===== config.mk =====
export PLATFORM = sky130hd
export DESIGN_NAME = stc_timer_core
export DESIGN_NICKNAME = d
export VERILOG_FILES = /design/src/shared/stc_pkg.sv /design/src/core/stc_timer_core.sv /design/src/core/stc_capture_filter.sv
export VERILOG_INCLUDE_DIRS = /design/src /design/src/shared
export SDC_FILE = /design/constraint.sdc
export NUM_CORES = 1
export LEC_CHECK = 0
export ABC_AREA = 1
export BUFFER_PORTS_ARGS = -buffer_cell sky130_fd_sc_hd__buf_4
export CORE_ASPECT_RATIO = 0.7
export CORE_MARGIN = 2
export CORE_UTILIZATION = 60
export CTS_CLUSTER_DIAMETER = 30
export DETAILED_ROUTE_END_ITERATION = 10
export PLACE_DENSITY = 0.8
export SETUP_SLACK_MARGIN = 0.4
export SLEW_MARGIN = 10
export SYNTH_ARGS = -nofsm -noshare
export SYNTH_HDL_FRONTEND = slang
export SYNTH_HIERARCHICAL = 1
export SYNTH_SLANG_ARGS = --single-unit

===== constraint.sdc =====
create_clock -name CORE_CLK -period 5.3 [get_ports CORE_CLK]
set_clock_uncertainty 0.15 [all_clocks]
set_input_delay 1.59 -clock CORE_CLK [delete_from_list [all_inputs] [get_ports CORE_CLK]]
set_output_delay 1.59 -clock CORE_CLK [all_outputs]
set_load 0.1 [all_outputs]

===== src/shared/stc_cfg.svh =====
// register map, field positions, reset values and timing counts of the timer core
`ifndef STC_CFG_SVH
`define STC_CFG_SVH

`define STC_OFS_CTRL_A 8'h00
`define STC_OFS_CTRL_B 8'h04
`define STC_OFS_CTRL_C 8'h08
`define STC_OFS_CNT_L 8'h0C
`define STC_OFS_CNT_H 8'h10
`define STC_OFS_CMPA_L 8'h14
`define STC_OFS_CMPA_H 8'h18
`define STC_OFS_CMPB_L 8'h1C
`define STC_OFS_CMPB_H 8'h20
`define STC_OFS_CMPC_L 8'h24
`define STC_OFS_CMPC_H 8'h28
`define STC_OFS_CAP_L 8'h2C
`define STC_OFS_CAP_H 8'h30
`define STC_OFS_FLAG 8'h34
`define STC_OFS_MASK 8'h38

`define STC_CTRL_RESET 8'h00
`define STC_FLAG_OVF 0
`define STC_FLAG_CMPA 1
`define STC_FLAG_CAP 4
`define STC_FLAG_W 5
`define STC_FOC_A_BIT 7
`define STC_NOISE_BIT 7
`define STC_EDGE_BIT 6
`define STC_CAPSRC_BIT 5
`define STC_COM_A_HI 7

`define STC_BOTTOM 16'h0000
`define STC_MAX 16'hFFFF
`define STC_TOP_8BIT 16'h00FF
`define STC_TOP_9BIT 16'h01FF
`define STC_TOP_10BIT 16'h03FF

`define STC_PRE_DIV8 10'h007
`define STC_PRE_DIV64 10'h03F
`define STC_PRE_DIV256 10'h0FF
`define STC_PRE_DIV1024 10'h3FF
`define STC_FILTER_LEN 4

`endif


===== src/shared/stc_pkg.sv =====
// types shared by the timer core
package stc_pkg;
  typedef enum logic [2:0] {
    K_NORMAL = 3'h0,
    K_CTC = 3'h1,
    K_FAST = 3'h3,
    K_PC = 3'h2,
    K_PFC = 3'h6
  } stc_kind_t;

  typedef enum logic [2:0] {
    TS_MAX = 3'h0,
    TS_8 = 3'h1,
    TS_9 = 3'h3,
    TS_10 = 3'h2,
    TS_A = 3'h6,
    TS_ICR = 3'h7
  } stc_top_src_t;

  typedef struct packed {
    stc_kind_t kind;
    stc_top_src_t src;
  } stc_mode_t;
endpackage : stc_pkg


===== src/core/stc_timer_core.sv =====
// sixteen-bit timer core with AHB-Lite register slave
`timescale 1ns/1ps
`include "stc_cfg.svh"
module stc_timer_core #(
  parameter bit LEGACY_MODE = 1'b0
) (
  input wire logic CORE_CLK,
  input wire logic RESET,
  input wire logic HSEL,
  input wire logic [31:0] HADDR,
  input wire logic [1:0] HTRANS,
  input wire logic HWRITE,
  input wire logic [2:0] HSIZE,
  input wire logic [31:0] HWDATA,
  input wire logic HREADY,
  output logic [31:0] HRDATA,
  output logic HREADYOUT,
  output logic HRESP,
  input wire logic EXT_COUNT_PIN,
  input wire logic CAPTURE_PIN,
  input wire logic COMPARATOR_OUT,
  output logic COMPARE_OUT_A,
  output logic COMPARE_OUT_B,
  output logic COMPARE_OUT_C,
  output logic IRQ,
  output logic AT_BOTTOM,
  output logic AT_MAX,
  output logic AT_TOP
);
  logic [7:0] timer_control_a, timer_control_b, temp_hi, mask;
  logic [15:0] count_value, capture_value, next_count, top;
  logic [15:0] cmp_buf [3];
  logic [15:0] cmp_act [3];
  logic [`STC_FLAG_W-1:0] flags, flag_set, flag_clr;
  logic [9:0] pre;
  logic [7:0] wr_addr, rd_addr, wd;
  logic [3:0] waveform_mode_field;
  logic [2:0] clock_select_field, match, force_hit, wave, ch_on;
  logic [1:0] com [3];
  logic [31:0] read_value;
  logic up, next_up, timer_tick, ovf, upd, wrap, cap_ev, pwm, a_top_pwm;
  logic ext_s1, ext_s2, ext_s3, wr_pend, rd_pend, acc;
  stc_pkg::stc_mode_t mode;

  // mode table: counting kind and TOP source per mode value
  function automatic stc_pkg::stc_mode_t mode_of(input logic [3:0] m);
    case (m)
      4'h1: mode_of = '{stc_pkg::K_PC, stc_pkg::TS_8};
      4'h2: mode_of = '{stc_pkg::K_PC, stc_pkg::TS_9};
      4'h3: mode_of = '{stc_pkg::K_PC, stc_pkg::TS_10};
      4'h4: mode_of = '{stc_pkg::K_CTC, stc_pkg::TS_A};
      4'h5: mode_of = '{stc_pkg::K_FAST, stc_pkg::TS_8};
      4'h6: mode_of = '{stc_pkg::K_FAST, stc_pkg::TS_9};
      4'h7: mode_of = '{stc_pkg::K_FAST, stc_pkg::TS_10};
      4'h8: mode_of = '{stc_pkg::K_PFC, stc_pkg::TS_ICR};
      4'h9: mode_of = '{stc_pkg::K_PFC, stc_pkg::TS_A};
      4'hA: mode_of = '{stc_pkg::K_PC, stc_pkg::TS_ICR};
      4'hB: mode_of = '{stc_pkg::K_PC, stc_pkg::TS_A};
      4'hC: mode_of = '{stc_pkg::K_CTC, stc_pkg::TS_ICR};
      4'hE: mode_of = '{stc_pkg::K_FAST, stc_pkg::TS_ICR};
      4'hF: mode_of = '{stc_pkg::K_FAST, stc_pkg::TS_A};
      default: mode_of = '{stc_pkg::K_NORMAL, stc_pkg::TS_MAX};
    endcase
  endfunction : mode_of

  // bus write strobe for one register offset
  function automatic logic wr_to(input logic [7:0] ofs);
    wr_to = wr_pend && (wr_addr == ofs);
  endfunction : wr_to

  assign waveform_mode_field = {timer_control_b[4:3], timer_control_a[1:0]};
  assign clock_select_field = timer_control_b[2:0];
  assign mode = mode_of(waveform_mode_field);
  assign pwm = (mode.kind != stc_pkg::K_NORMAL) && (mode.kind != stc_pkg::K_CTC);
  assign a_top_pwm = pwm && (mode.src == stc_pkg::TS_A);
  assign wd = HWDATA[7:0];
  assign acc = HSEL && HTRANS[1] && HREADY;
  assign ch_on = {~LEGACY_MODE, 2'b11};

  always_comb begin
    for (int i = 0; i < 3; i++) begin
      com[i] = timer_control_a[`STC_COM_A_HI - 2 * i -: 2];
      force_hit[i] = wr_to(`STC_OFS_CTRL_C) && wd[`STC_FOC_A_BIT - i] && ch_on[i];
    end
  end

  // prescaler and external pin synchroniser
  always_ff @(posedge CORE_CLK) begin
    if (RESET) begin
      pre <= 10'h000;
      ext_s1 <= 1'b0;
      ext_s2 <= 1'b0;
      ext_s3 <= 1'b0;
    end else begin
      pre <= pre + 10'h001;
      ext_s1 <= EXT_COUNT_PIN;
      ext_s2 <= ext_s1;
      ext_s3 <= ext_s2;
    end
  end

  // clock select
  always_comb begin
    case (clock_select_field)
      3'h1: timer_tick = 1'b1;
      3'h2: timer_tick = (pre & `STC_PRE_DIV8) == `STC_PRE_DIV8;
      3'h3: timer_tick = (pre & `STC_PRE_DIV64) == `STC_PRE_DIV64;
      3'h4: timer_tick = (pre & `STC_PRE_DIV256) == `STC_PRE_DIV256;
      3'h5: timer_tick = pre == `STC_PRE_DIV1024;
      3'h6: timer_tick = ~ext_s2 & ext_s3;
      3'h7: timer_tick = ext_s2 & ~ext_s3;
      default: timer_tick = 1'b0;
    endcase
  end

  always_comb begin
    case (mode.src)
      stc_pkg::TS_8: top = `STC_TOP_8BIT;
      stc_pkg::TS_9: top = `STC_TOP_9BIT;
      stc_pkg::TS_10: top = `STC_TOP_10BIT;
      stc_pkg::TS_A: top = cmp_act[0];
      stc_pkg::TS_ICR: top = capture_value;
      default: top = `STC_MAX;
    endcase
  end

  // next counter value per counting kind
  always_comb begin
    next_count = count_value;
    next_up = up;
    ovf = 1'b0;
    upd = 1'b0;
    wrap = 1'b0;
    if (timer_tick) begin
      case (mode.kind)
        stc_pkg::K_CTC: begin
          ovf = count_value == `STC_MAX;
          if (count_value == top) next_count = `STC_BOTTOM;
          else next_count = count_value + 16'h0001;
        end
        stc_pkg::K_FAST: begin
          if (count_value >= top) begin
            next_count = `STC_BOTTOM;
            ovf = 1'b1;
            upd = 1'b1;
            wrap = 1'b1;
          end else begin
            next_count = count_value + 16'h0001;
          end
        end
        stc_pkg::K_PC, stc_pkg::K_PFC: begin
          if (up) begin
            if (count_value >= top) begin
              next_count = count_value - 16'h0001;
              next_up = 1'b0;
              upd = mode.kind == stc_pkg::K_PC;
            end else begin
              next_count = count_value + 16'h0001;
            end
          end else if (count_value == `STC_BOTTOM) begin
            next_count = count_value + 16'h0001;
            next_up = 1'b1;
            ovf = 1'b1;
            upd = mode.kind == stc_pkg::K_PFC;
          end else begin
            next_count = count_value - 16'h0001;
          end
        end
        default: begin
          ovf = count_value == `STC_MAX;
          next_count = count_value + 16'h0001;
        end
      endcase
    end
    if (wr_to(`STC_OFS_CNT_L)) next_count = {temp_hi, wd};
  end

  // counter and position reports
  always_ff @(posedge CORE_CLK) begin
    if (RESET) begin
      count_value <= `STC_BOTTOM;
      up <= 1'b1;
      AT_BOTTOM <= 1'b1;
      AT_MAX <= 1'b0;
      AT_TOP <= 1'b0;
    end else begin
      count_value <= next_count;
      up <= next_up;
      AT_BOTTOM <= next_count == `STC_BOTTOM;
      AT_MAX <= next_count == `STC_MAX;
      AT_TOP <= next_count == top;
    end
  end

  always_comb begin
    for (int i = 0; i < 3; i++) begin
      match[i] = timer_tick && ch_on[i] && (count_value == cmp_act[i]);
    end
  end

  // compare buffers: direct in non-PWM kinds, at update point otherwise
  always_ff @(posedge CORE_CLK) begin
    if (RESET) begin
      for (int i = 0; i < 3; i++) begin
        cmp_buf[i] <= 16'h0000;
        cmp_act[i] <= 16'h0000;
      end
    end else begin
      for (int i = 0; i < 3; i++) begin
        if (wr_to(`STC_OFS_CMPA_L + 8'(8 * i))) cmp_buf[i] <= {temp_hi, wd};
        if (!pwm || upd) cmp_act[i] <= cmp_buf[i];
      end
    end
  end

  // waveform outputs
  always_ff @(posedge CORE_CLK) begin
    if (RESET) begin
      wave <= 3'h0;
    end else begin
      for (int i = 0; i < 3; i++) begin
        if (!ch_on[i]) begin
          wave[i] <= 1'b0;
        end else if (!pwm) begin
          if (match[i] || force_hit[i]) begin
            case (com[i])
              2'b01: wave[i] <= ~wave[i];
              2'b10: wave[i] <= 1'b0;
              2'b11: wave[i] <= 1'b1;
              default: wave[i] <= wave[i];
            endcase
          end
        end else if (!com[i][1] || (i == 0 && a_top_pwm)) begin
          wave[i] <= 1'b0;
        end else if (mode.kind == stc_pkg::K_FAST) begin
          if (match[i]) wave[i] <= com[i][0];
          else if (wrap) wave[i] <= ~com[i][0];
        end else if (match[i]) begin
          wave[i] <= up ? com[i][0] : ~com[i][0];
        end
      end
    end
  end

  always_ff @(posedge CORE_CLK) begin
    if (RESET) begin
      COMPARE_OUT_A <= 1'b0;
      COMPARE_OUT_B <= 1'b0;
      COMPARE_OUT_C <= 1'b0;
    end else begin
      COMPARE_OUT_A <= wave[0];
      COMPARE_OUT_B <= wave[1];
      COMPARE_OUT_C <= wave[2];
    end
  end

  stc_capture_filter #(
    .FILTER_LEN(`STC_FILTER_LEN)
  ) u_capture (
    .clk(CORE_CLK),
    .reset(RESET),
    .pin_a(CAPTURE_PIN),
    .pin_b(COMPARATOR_OUT),
    .sel_b(timer_control_b[`STC_CAPSRC_BIT]),
    .filter_en(timer_control_b[`STC_NOISE_BIT]),
    .rising(timer_control_b[`STC_EDGE_BIT]),
    .event_pulse(cap_ev)
  );

  // single capture unit; frozen while it supplies TOP
  always_ff @(posedge CORE_CLK) begin
    if (RESET) begin
      capture_value <= 16'h0000;
    end else if (wr_to(`STC_OFS_CAP_L)) begin
      capture_value <= {temp_hi, wd};
    end else if (cap_ev && mode.src != stc_pkg::TS_ICR) begin
      capture_value <= count_value;
    end
  end

  assign flag_set = {cap_ev && mode.src != stc_pkg::TS_ICR, match, ovf};
  assign flag_clr = wr_to(`STC_OFS_FLAG) ? wd[`STC_FLAG_W-1:0] : '0;

  // flags: write one to clear, a new event wins
  always_ff @(posedge CORE_CLK) begin
    if (RESET) begin
      flags <= '0;
      IRQ <= 1'b0;
    end else begin
      flags <= (flags & ~flag_clr) | flag_set;
      IRQ <= |(flags & mask[`STC_FLAG_W-1:0]);
    end
  end

  // control bytes, mask and shared high-byte holding register
  always_ff @(posedge CORE_CLK) begin
    if (RESET) begin
      timer_control_a <= `STC_CTRL_RESET;
      timer_control_b <= `STC_CTRL_RESET;
      mask <= `STC_CTRL_RESET;
      temp_hi <= 8'h00;
    end else begin
      if (wr_to(`STC_OFS_CTRL_A)) timer_control_a <= wd;
      if (wr_to(`STC_OFS_CTRL_B)) timer_control_b <= wd;
      if (wr_to(`STC_OFS_MASK)) mask <= {3'h0, wd[`STC_FLAG_W-1:0]};
      if (wr_to(`STC_OFS_CNT_H) || wr_to(`STC_OFS_CMPA_H) || wr_to(`STC_OFS_CMPB_H)
          || wr_to(`STC_OFS_CMPC_H) || wr_to(`STC_OFS_CAP_H)) temp_hi <= wd;
      if (rd_pend && rd_addr == `STC_OFS_CNT_L) temp_hi <= count_value[15:8];
      if (rd_pend && rd_addr == `STC_OFS_CAP_L) temp_hi <= capture_value[15:8];
    end
  end

  always_comb begin
    case (rd_addr)
      `STC_OFS_CTRL_A: read_value = {24'h0, timer_control_a};
      `STC_OFS_CTRL_B: read_value = {24'h0, timer_control_b};
      `STC_OFS_CNT_L: read_value = {24'h0, count_value[7:0]};
      `STC_OFS_CNT_H: read_value = {24'h0, temp_hi};
      `STC_OFS_CMPA_L: read_value = {24'h0, cmp_buf[0][7:0]};
      `STC_OFS_CMPA_H: read_value = {24'h0, cmp_buf[0][15:8]};
      `STC_OFS_CMPB_L: read_value = {24'h0, cmp_buf[1][7:0]};
      `STC_OFS_CMPB_H: read_value = {24'h0, cmp_buf[1][15:8]};
      `STC_OFS_CMPC_L: read_value = {24'h0, cmp_buf[2][7:0]};
      `STC_OFS_CMPC_H: read_value = {24'h0, cmp_buf[2][15:8]};
      `STC_OFS_CAP_L: read_value = {24'h0, capture_value[7:0]};
      `STC_OFS_CAP_H: read_value = {24'h0, temp_hi};
      `STC_OFS_FLAG: read_value = {27'h0, flags};
      `STC_OFS_MASK: read_value = {24'h0, mask};
      default: read_value = 32'h0000_0000;
    endcase
  end

  // bus slave: writes land in data phase, reads add one wait state
  always_ff @(posedge CORE_CLK) begin
    if (RESET) begin
      wr_pend <= 1'b0;
      rd_pend <= 1'b0;
      wr_addr <= 8'h00;
      rd_addr <= 8'h00;
      HRDATA <= 32'h0000_0000;
      HREADYOUT <= 1'b1;
      HRESP <= 1'b0;
    end else begin
      wr_pend <= acc && HWRITE;
      rd_pend <= acc && !HWRITE;
      if (acc && HWRITE) wr_addr <= HADDR[7:0];
      if (acc && !HWRITE) begin
        rd_addr <= HADDR[7:0];
        HREADYOUT <= 1'b0;
      end
      if (rd_pend) begin
        HRDATA <= read_value;
        HREADYOUT <= 1'b1;
      end
    end
  end
endmodule : stc_timer_core


===== src/core/stc_capture_filter.sv =====
// capture input synchroniser, noise filter and edge detector
`timescale 1ns/1ps
`include "stc_cfg.svh"
module stc_capture_filter #(
  parameter int FILTER_LEN = `STC_FILTER_LEN
) (
  input wire logic clk,
  input wire logic reset,
  input wire logic pin_a,
  input wire logic pin_b,
  input wire logic sel_b,
  input wire logic filter_en,
  input wire logic rising,
  output logic event_pulse
);
  logic a1, a2, b1, b2, stable, prev;
  logic [FILTER_LEN-1:0] hist;
  logic src;

  always_ff @(posedge clk) begin
    if (reset) begin
      a1 <= 1'b0;
      a2 <= 1'b0;
      b1 <= 1'b0;
      b2 <= 1'b0;
    end else begin
      a1 <= pin_a;
      a2 <= a1;
      b1 <= pin_b;
      b2 <= b1;
    end
  end

  assign src = sel_b ? b2 : a2;

  // with filter_en set, level only moves after a full run of equal samples; with it clear, it follows the synchronised pin
  always_ff @(posedge clk) begin
    if (reset) begin
      hist <= '0;
      stable <= 1'b0;
      prev <= 1'b0;
    end else begin
      hist <= {hist[FILTER_LEN-2:0], src};
      prev <= stable;
      if (!filter_en) stable <= src;
      else if (&hist) stable <= 1'b1;
      else if (~|hist) stable <= 1'b0;
    end
  end

  assign event_pulse = rising ? (stable & ~prev) : (~stable & prev);
endmodule : stc_capture_filter


### Word-level counts from Yosys, hierarchy flattened

Memories as Yosys holds them, arrays and structs flattened.
Cells that the tools add are included.

| storage, ports and cells | value |
|---|---|
| flip-flop bits (word level) | 151 |
| bits in writable memories | 96 |
| memories | 3 |
| ROM bits | 96 |

| operators by class | value |
|---|---|
| add/sub/neg operators | 3 |
| reduce and logical (&&, ||, !) cells | 65 |
| mux-type cells | 83 |
| bitwise logic cells | 24 |
| equality and inequality tests | 72 |
| order comparisons | 1 |

Memories:

| name | depth | bits a word | read ports | clocked after memory_dff | wr ports | line | RTL |
|---|---|---|---|---|---|---|---|
| (no name shown) | 16 | 6 | 1 | 0 | 0 | stc_timer_core.sv:47 | `case (m)` |
| cmp_act | 3 | 16 | 3 | 0 | 3 | stc_timer_core.sv:33 | `logic [15:0] cmp_act [3];` |
| cmp_buf | 3 | 16 | 3 | 0 | 3 | stc_timer_core.sv:32 | `logic [15:0] cmp_buf [3];` |

Operator list:

| operator | number |
|---|---|
| $mux 16 | 15 |
| $eq 8x6->1 const B | 14 |
| $pmux 8 s13 | 1 |
| $eq 16x16->1 | 5 |
| $pmux 16 s5 | 1 |
| $eq 8x5->1 const B | 8 |
| $mux 1 | 55 |
| $pmux 16 s3 | 1 |
| $eq 16x16->1 const B | 2 |
| $logic_not 16->1 | 2 |
| $logic_and 1x1->1 | 30 |
| $eq 3x3->1 const B | 8 |
| $eq 8x4->1 const B | 3 |
| $mux 8 | 3 |
| $eq 3x2->1 const B | 6 |
| $add 16x1->16 const B | 1 |
| $eq 8x3->1 const B | 2 |
| $ge 16x16->1 | 1 |
| $logic_not 8->1 | 2 |
| $reduce_and 4->1 | 4 |
| $sub 16x1->16 const B | 1 |
| $eq 2x2->1 const B | 6 |
| $ne 4x3->1 const B | 3 |
| $reduce_bool 4->1 | 3 |
| 29 further kinds | 71 |

### Logic depth before layout (Yosys ltp)

Gate-level depths: netlist of run 1.
An unclocked memory read counts as a cell.

| logic depth | value |
|---|---|
| word-level depth | 13 |
| mapped depth | 33 |

### By module

The synthesis of run 1 kept the hierarchy.

By module, submodules not included:

| module | area each (µm²) | cells each | times used |
|---|---|---|---|
| stc_timer_core | 12474.5 | 1633 | 1 |
| stc_capture_filter | 347.8 | 45 | 1 |

### Least setup slack after synthesis of run 1

No wires, ideal clock.

| timing path | value |
|---|---|
| path kind | reg-to-reg |
| start point | register timer_control_a[1] |
| end point | memory cmp_act[0][0], enable pin |
| data required time | 4.443 ns |
| arrival | 3.874 ns |
| path slack | 0.569 ns |
| clock period less this slack | 4.731 ns |
| stages on the path, launching flop included | 24 |
| path through | dfxtp_1 -> inv_1 -> ha_1 -> nand2_1 -> inv_1 -> a21oi_2 -> inv_2 -> nor2_2 -> nand2_1 -> buf_6 -> inv_2 -> nand2_1 -> o211ai_1 -> inv_1 -> ha_1 -> a21o_1 -> nor2_1 -> o21ai_1 -> nor2_2 -> nand2_4 -> nand3_1 -> nand2_1 -> inv_1 -> nand3_1 |

RTL lines:

| element | line | RTL |
|---|---|---|
| start: declaration | stc_timer_core.sv:30 | `logic [7:0] timer_control_a, timer_control_b, temp_hi, mask;` |
| start signal: assignment | stc_timer_core.sv:298 | `` timer_control_a <= `STC_CTRL_RESET; `` |
| start signal: assignment | stc_timer_core.sv:303 | `` if (wr_to(`STC_OFS_CTRL_A)) timer_control_a <= wd; `` |
| end: declaration | stc_timer_core.sv:33 |  |

==> metrics.md, run 1 <==
| Metric | Value |
|---|---|
| Crit Path Max Fanout | 22 |
| RSZ-0062 raised after global routing | false |
| FMAX | 0.2186 GHz |
| Final Setup Violations | 0 |
| Leak | between 6 and 7 nW |
| Vias in the first global route | roughly 11000 |
| Max cap viols | 0 |
| Worst hold path class | flop to flop |
| Power Density | about 310 nW/um^2 |
| Critical path arrival | 4.66 ns |
| Yosys cell types | 57 |
| Max Slew Vio Count | 0 |
| WP buf/inv | 7 |
| Cts bufs inserted | 35 |
| Hold EP | ext_s2$_SDFF_PP0_ |
| CTS tree | done |
| R2R Path Start | timer_control_a[1]$_SDFFE_PP0P_ |
| Post-synth EDFFs | 96 |
| CTS root buf | clkbuf_16 |
| R2R depth | 22 |
| Ant. Diodes | 0 |
| Critical Path Most Common Cell | inv_1 |
| # rows | 44 |
| Post-synthesis cell count | between 1500 and 2000 |
| RR Endpoint | cmp_act[0][23]$_SDFFCE_PN0P_ |
| Layout cells sized above 1 | between 10% and 20% |
| Rel. slew slack | 30.02% |
| DRC viols | 0 |
| Mapped cell area | ~13000 sq um |
| Flops & latches, synth | 223 |
| Clk slew on worst S/H paths | roughly 0.06 ns |
| I/O pins | 118 |
| Worst hold-check slack | around 0.26 ns |
| R2r setup slk | about 0.73 ns |
| Hold_sp | ext_s1$_SDFF_PP0_ |
| Clock sink count | roughly 220 |
| Final Cycle Share | 86.31% |
| Clk buf depth | 3 |
| DP Area | between 10000 and 15000 sq um |
| Global-route wire length before repair | approximately 64000 microns |
| Htree depth | 2 |
| Fin area | ~14000 sq um |
| Critical Path Start Type | flop |
| Final Critical Period | 4.574 ns |
| DRT antenna net count | 0 |
| Async S/R FF share, synth | 0% |
| CTS Hold Bufs | 0 |
| Tot GR Track Use | between 30% and 40% |
| Syn avg cell area | between 7 and 8 sq um |
| Port-buffer cells | 40 |
| DRT Wirelength | about 43000 microns |
| Peak supply drop | 0.3176 mV |
| Seq/Total Area, Yosys | between 40% and 50% |
| Clock Latency Late Sink | around 0.53 ns |
| DRT iter0 DRCs | 2009 |
| Grt total ovfl | 0 |
| 1st-pass router iterations | 6 |
| Post-synth top flop | dfxtp_1 |
| DR vias/cell | around 6.0 |
| Final Hold Fails | 0 |
| Initial antenna violation count | 0 |
| Die Ht | about 130 microns |
| NumNets Final | ~1800 |
| DPL Wire Length | about 30000 microns |
| Fillers | roughly 1700 |
| Worst setup EP type | flop |
| Setup_tns | 0 ns |
| Slowest CP cell | dfxtp_1 |
| Hold depth | 2 |
| DR vias | between 10000 and 15000 |
| Crit Path Class | flop to flop |
| Actual slew at the worst max-slew pin | between 1 and 1.5 ns |
| RD Place Congestion | between 1 and 1.5 |
| Outcome | complete, no violations |
| Die X | 178.7 microns |
| Crit-path cells | inv_1 -> ha_1 -> o21ai_0 -> inv_1 -> nor2_2 -> nand2_2 -> inv_2 -> nand2_1 -> o211ai_1 -> inv_1 -> ha_1 -> nand2_1 -> nor2_1 -> nand2_1 -> inv_1 -> nand2_2 -> nand2_4 -> nand3_1 -> nand2_1 -> inv_1 -> nand3_4 -> buf_12 |
| Worst Path Required | between 5 and 6 ns |
| Yosys warnings | 6 |
| Die ar. | between 20000 and 25000 sq um |
| Largest net degree at the start of global routing | between 60 and 70 |
| Area Overhead vs Synth | 12.27% |
| Starting Density | between 60% and 70% |
| Routed length per instance | between 20 and 25 microns |
| CORE AREA | approximately 21000 sq um |
| Top delay family on crit path | simple AND/OR/NAND/NOR gates |
| Largest stage delay on the critical path | a little over 0.3 ns |
==> cell families after synthesis <==
family,Yosys count,share of synthesized area (%)
AND/OR/NAND/NOR,742,26.14
AO/OA/AOI/OAI,313,14.14
flip-flops,223,42.31
adder cells (fa/ha/maj),27,2.635
XOR/XNOR,56,3.825
buffers and inverters,316,10.92
other,1,0.02925
==> worst max-delay path by stage <==
stage,startpoint,end,cells past startpoint
3_5_place_dp,timer_control_a[1]$_SDFFE_PP0P_,cmp_act[0][39]$_SDFFCE_PN0P_,22
4_1_cts,timer_control_a[1]$_SDFFE_PP0P_,cmp_act[0][17]$_SDFFCE_PN0P_,22
5_1_grt,timer_control_a[1]$_SDFFE_PP0P_,AT_TOP$_SDFF_PP0_,31
2_1_floorplan,timer_control_a[1]$_SDFFE_PP0P_,cmp_act[0][0]$_SDFFCE_PN0P_,23
3_3_place_gp,timer_control_a[1]$_SDFFE_PP0P_,cmp_act[0][22]$_SDFFCE_PN0P_,24
6_report,timer_control_a[1]$_SDFFE_PP0P_,cmp_act[0][23]$_SDFFCE_PN0P_,22
==> what timing repair did <==
item	4_1_cts	5_1_grt
resized for setup	0	2
setup buffers	0	0
setup endpoints to repair	0	59
==> per-stage QoR <==
step / util (%) / power (mW) / std cells / worst slack [ns]
after CTS: 68.94 / 4.489 / 2011 / 0.5941
after floorplan: - / 2.149 / 1702 / 0.5693
after global placement: 63.28 / 2.219 / 1951 / 0.7031
after global routing: 68.99 / 4.604 / 2011 / 0.4060
after detailed placement: 63.28 / 2.225 / 1951 / 0.6019
final: 68.99 / 4.497 / 2011 / 0.7256
==> tightest hold or removal path, delay by kind of cell (launching register included) <==
| kind | cells | cell delay, ns |
|---|---|---|
| buffers and inverters | 1 | 0.04 |
| DFF | 1 | 0.29 |
| and+or+nand+nor | 1 | 0.03 |
==> sequential cells by signal (all words and copies together), names as in the netlist, 3 cells and up <==
name / flops
HRDATA: 8
capture_value: 16
cmp_act: 48
cmp_buf: 48
count_value: 16
flags: 5
mask: 5
pre: 10
rd_addr: 8
temp_hi: 8
timer_control_a: 8
timer_control_b: 8
u_capture/hist: 4
wave: 3
wr_addr: 8
==> layout make-up <==
cell class	count	area, sq um	area share [%]
clock inverters	24	292.8	2.034
clock buffers	36	889.6	6.180
flip-flops and latches	223	5425	37.69
inverters	233	882.1	6.128
multi-input cells	1163	6102	42.39
repair buffers	56	457.9	3.181
well taps	276	345.3	2.399
==> synthesized netlist by cell type (all sizes together) (2+ instances only) <==
cell type	n	area [sq um]
nand2	321	1292
nor2	243	1030
inv	232	878.4
dfxtp	127	2542
a21oi	120	611.8
nand3	101	535.5
o21ai	98	494.2
edfxtp	96	2883
buf	58	420.4
o22ai	39	256.5
xor2	29	254.0
nor3	28	176.4
ha	27	337.8
xnor2	27	236.5
clkbuf	25	97.60
nand4	20	131.4
a221oi	15	131.4
or2	13	81.33
o211ai	11	82.58
nor4	10	62.56
a211oi	9	67.56
o2111ai	6	52.55
a31oi	4	25.02
nand3b	4	30.03
o221ai	3	26.28
a21o	2	15.01
==> cells in the final DEF (no fill, tap or decap), types with 27 or more instances in the layout <==
cell type  count
inv_1        204
edfxtp_1      96
nand2_1      293
xor2_1        29
xnor2_1       27
clkbuf_16     35
buf_4         53
dfxtp_1      127
nor2_1       223
ha_1          27
o22ai_1       37
a21oi_1      117
nand3_1       94
o21ai_0       89
==> power breakdown <==
group	leakage [nW]	internal, mW	switching, mW	total [mW]
combinational	3.62	0.0767	0.250	0.327
clock	0.576	1.40	0.892	2.29
sequential	2.09	1.84	0.0346	1.88
total	6.28	3.32	1.18	4.50
==> layer usage <==
layer / part of all wire, % / vias to the layer above / routed length [microns] / global-route usage, %
met3: 13 / 125 / 5685 / 7.794
met1: 41 / 5539 / 17670 / 56.41
met5: 0 / - / 0 / 0
li1: - / 5585 / - / -
met4: 3.9 / 0 / 1683 / 13.34
met2: 41 / 865 / 17670 / 55.35
Power figures use the tool's default switching activity.
==> run 2, diff against run 1 <==
RECOVER_POWER = 100   (was not set)
SLEW_MARGIN = not set   (was 10)
==> metrics.md, run 2 (synthesized netlist as in run 1, its figures left out) <==
| Metric | Value |
|---|---|
| Outcome | complete, but fails checks |
| Violated checks | max-capacitance violations, max-slew violations |
| Worst hold-check slack | 0.2553 ns (-0.001375 ns) |
| Crit Path Max Fanout | 60 (+170%) |
| Area Overhead vs Synth | 11.54% |
| Vias in the first global route | 10825 (unchanged) |
| Initial antenna violation count | 0 (unchanged) |
| DRC viols | 0 (unchanged) |
| Final setup margin | 0.5262 ns (-0.1993 ns) |
| Hold_sp | ext_s1$_SDFF_PP0_ |
| Hold EP | ext_s2$_SDFF_PP0_ |
| Rel. slew slack | -97.84% (-130 points) |
| RSZ-0062 raised after global routing | false |
| Die X | 178.7 microns (unchanged) |
| Critical Path Start Type | primary input |
| RD Place Congestion | 1.009 (unchanged) |
| Die Ht | 126.3 microns (unchanged) |
| Tot GR Track Use | 38.08% (unchanged) |
| DPL Wire Length | 30910 microns (unchanged) |
| Layout cells sized above 1 | 11.24% (-1.7 points) |
| Peak supply drop | 0.3174 mV (about the same) |
| Slowest CP cell | clkbuf_1 |
| Global-route wire length before repair | 64070 microns (unchanged) |
| Commonest non-fill, non-tap cell in the layout | nand2_1 |
| Most frequent cells in the layout | nand2_1 (295), nor2_1 (225), inv_1 (207) |
| DRT antenna net count | 0 (unchanged) |
| Final Hold Fails | 0 (unchanged) |
| Routed length per instance | 21.33 microns (+0.44%) |
| Clock Latency Late Sink | 0.53 ns (about the same) |
| DRT iter0 DRCs | 2157 (+7.4%) |
| Max Slew Vio Count | 104 (+104) |
| Worst setup EP type | flop |
| Hold depth | 2 (unchanged) |
| Placed Cells | 1951 (unchanged) |
| Leak | 6.198 nW (-1.3%) |
| Grt total ovfl | 0 (unchanged) |
| # rows | 44 (unchanged) |
| NumNets Final | 1816 (unchanged) |
| Ant. Diodes | 0 (unchanged) |
| Power Density | 314.3 nW/um^2 (+0.62%) |
| Final Setup Violations | 0 (unchanged) |
| Max cap viols | 2 (+2) |
| Setup WS pre-CTS | 0.6019 ns (unchanged) |
| I/O pins | 118 (unchanged) |
| Actual slew at the worst max-slew pin | 2.968 ns (+1.920 ns) |
| Critical path arrival | 4.83 ns (+0.17 ns) |
| Final Cycle Share | 90.07% (+3.8 points) |
| Crit-path cells | clkbuf_1 -> clkbuf_1 -> o31a_1 -> nor2_1 |
| Worst hold path class | flop to flop |
| Fin area | 14300 sq um (-0.64%) |
| Top flop regs | cmp_act (48), cmp_buf (48) |
| Largest stage delay on the critical path | 2.05 ns (+1.74 ns) |
| Post-Layout Cell Count | 2011 (unchanged) |
| Largest net degree at the start of global routing | 61 (unchanged) |
| Max Used Layer | met4 |
| Met3 wire length | 5866 microns (+3.2%) |
| Starting Density | 61.45% (unchanged) |
| Final Util | 68.55% (-0.44 points) |
| Met1 wire length | 17610 microns (-0.38%) |
| CTS root buf | clkbuf_16 |
| Die ar. | 22570 sq um (unchanged) |
| R2R Path Start | timer_control_a[1]$_SDFFE_PP0P_ |
| FMAX | 0.2095 GHz (-4.2%) |
| Clk slew on worst S/H paths | 0.06 ns (about the same) |
| RR Endpoint | cmp_act[0][34]$_SDFFCE_PN0P_ |
| Fillers | 1719 (+2.1%) |
| CORE AREA | 20870 sq um (unchanged) |
| Clock sink count | 223 (unchanged) |
| CTS tree | done |
| Setup_tns | 0 ns (unchanged) |
| Worst Path Required | 5.35 ns (-0.03 ns) |
| DR vias/cell | 6.056 (+0.53%) |
| R2R depth | 26 (+18%) |
| Cts bufs inserted | 35 (unchanged) |
| Critical Path Most Common Cell | clkbuf_1 |
| Crit Path Class | primary input to flop |
| Htree depth | 2 (unchanged) |
| DRT Wirelength | 42900 microns (+0.44%) |
| Final Critical Period | 4.774 ns (+0.1993 ns) |
| R2r setup slk | 0.54 ns (-0.19 ns) |
| Final Total Pwr | 4.495 mW (about the same) |
| Clk buf depth | 3 (unchanged) |
| WL met2 | 17780 microns (+0.64%) |
| CTS Hold Bufs | 0 (unchanged) |
| 1st-pass router iterations | 6 (unchanged) |
| DP Area | 13200 sq um (unchanged) |
| Port-buffer cells | 40 (unchanged) |
| DR vias | 12178 (+0.53%) |
## run 2: cell count changes in the layout (fill, tap and decap cells not counted)
cell / before / now
buf_4: 53 / 31
clkbuf_1: 0 / 21
inv_1: 204 / 207
inv_2: 26 / 23
nand2_1: 293 / 295
nand2_2: 24 / 22
nor2_1: 223 / 225
nor2_2: 10 / 8
o21ai_0: 89 / 91
o21ai_1: 8 / 6
a21oi_1: 117 / 118
a21oi_2: 3 / 2
clkbuf_4: 0 / 1
## run 2: layout make-up
cell class	instances	area (sq um)	share of cell area, %
Inverter	233	882.1	6.167
Tap cell	276	345.3	2.414
Clock inverter	24	292.8	2.047
Sequential cell	223	5425	37.93
Clock buffer	36	889.6	6.220
Timing Repair Buffer	56	379.1	2.651
Multi-Input combinational cell	1163	6088	42.57
## run 2: worst max-delay path by stage
stage                                    start                            to  slack [ns]  cells after the start
6_report                                 RESET       cmp_buf[0][3]$_DFFE_PP_        0.53                      4
5_1_grt        timer_control_a[1]$_SDFFE_PP0P_  cmp_act[0][34]$_SDFFCE_PN0P_        0.20                     26
4_1_cts        timer_control_a[1]$_SDFFE_PP0P_  cmp_act[0][17]$_SDFFCE_PN0P_        0.59                     22
3_5_place_dp   timer_control_a[1]$_SDFFE_PP0P_  cmp_act[0][39]$_SDFFCE_PN0P_        0.60                     22
3_3_place_gp   timer_control_a[1]$_SDFFE_PP0P_  cmp_act[0][22]$_SDFFCE_PN0P_        0.70                     24
2_1_floorplan  timer_control_a[1]$_SDFFE_PP0P_   cmp_act[0][0]$_SDFFCE_PN0P_        0.57                     23
## run 2: worst max-delay path: cells and delay by family
family | cells | cell delay, ns
AO/OA/AOI/OAI | 1 | 0.80
AND/OR/NAND/NOR | 1 | 0.27
buffers and inverters | 2 | 2.14
## run 2: what timing repair did
| item | in CTS | in global routing |
|---|---|---|
| buffers inserted | 0 | 0 |
| endpoints found under the setup margin | 0 | 59 |
| gates resized for setup | 0 | 2 |
## run 2: report_power, final
group          leakage (nW)  switching (mW)  internal, mW
combinational          3.53           0.250        0.0743
sequential             2.09          0.0347          1.84
clock                 0.576           0.894          1.40
total                  6.20            1.18          3.32
## run 2: routing by layer
| metal | track usage, % | vias to the layer above |
|---|---|---|
| li1 | - | 5589 |
| met1 | 56.41 | 5604 |
| met2 | 55.35 | 858 |
| met3 | 7.794 | 127 |
| met4 | 13.34 | 0 |
| met5 | 0 | - |
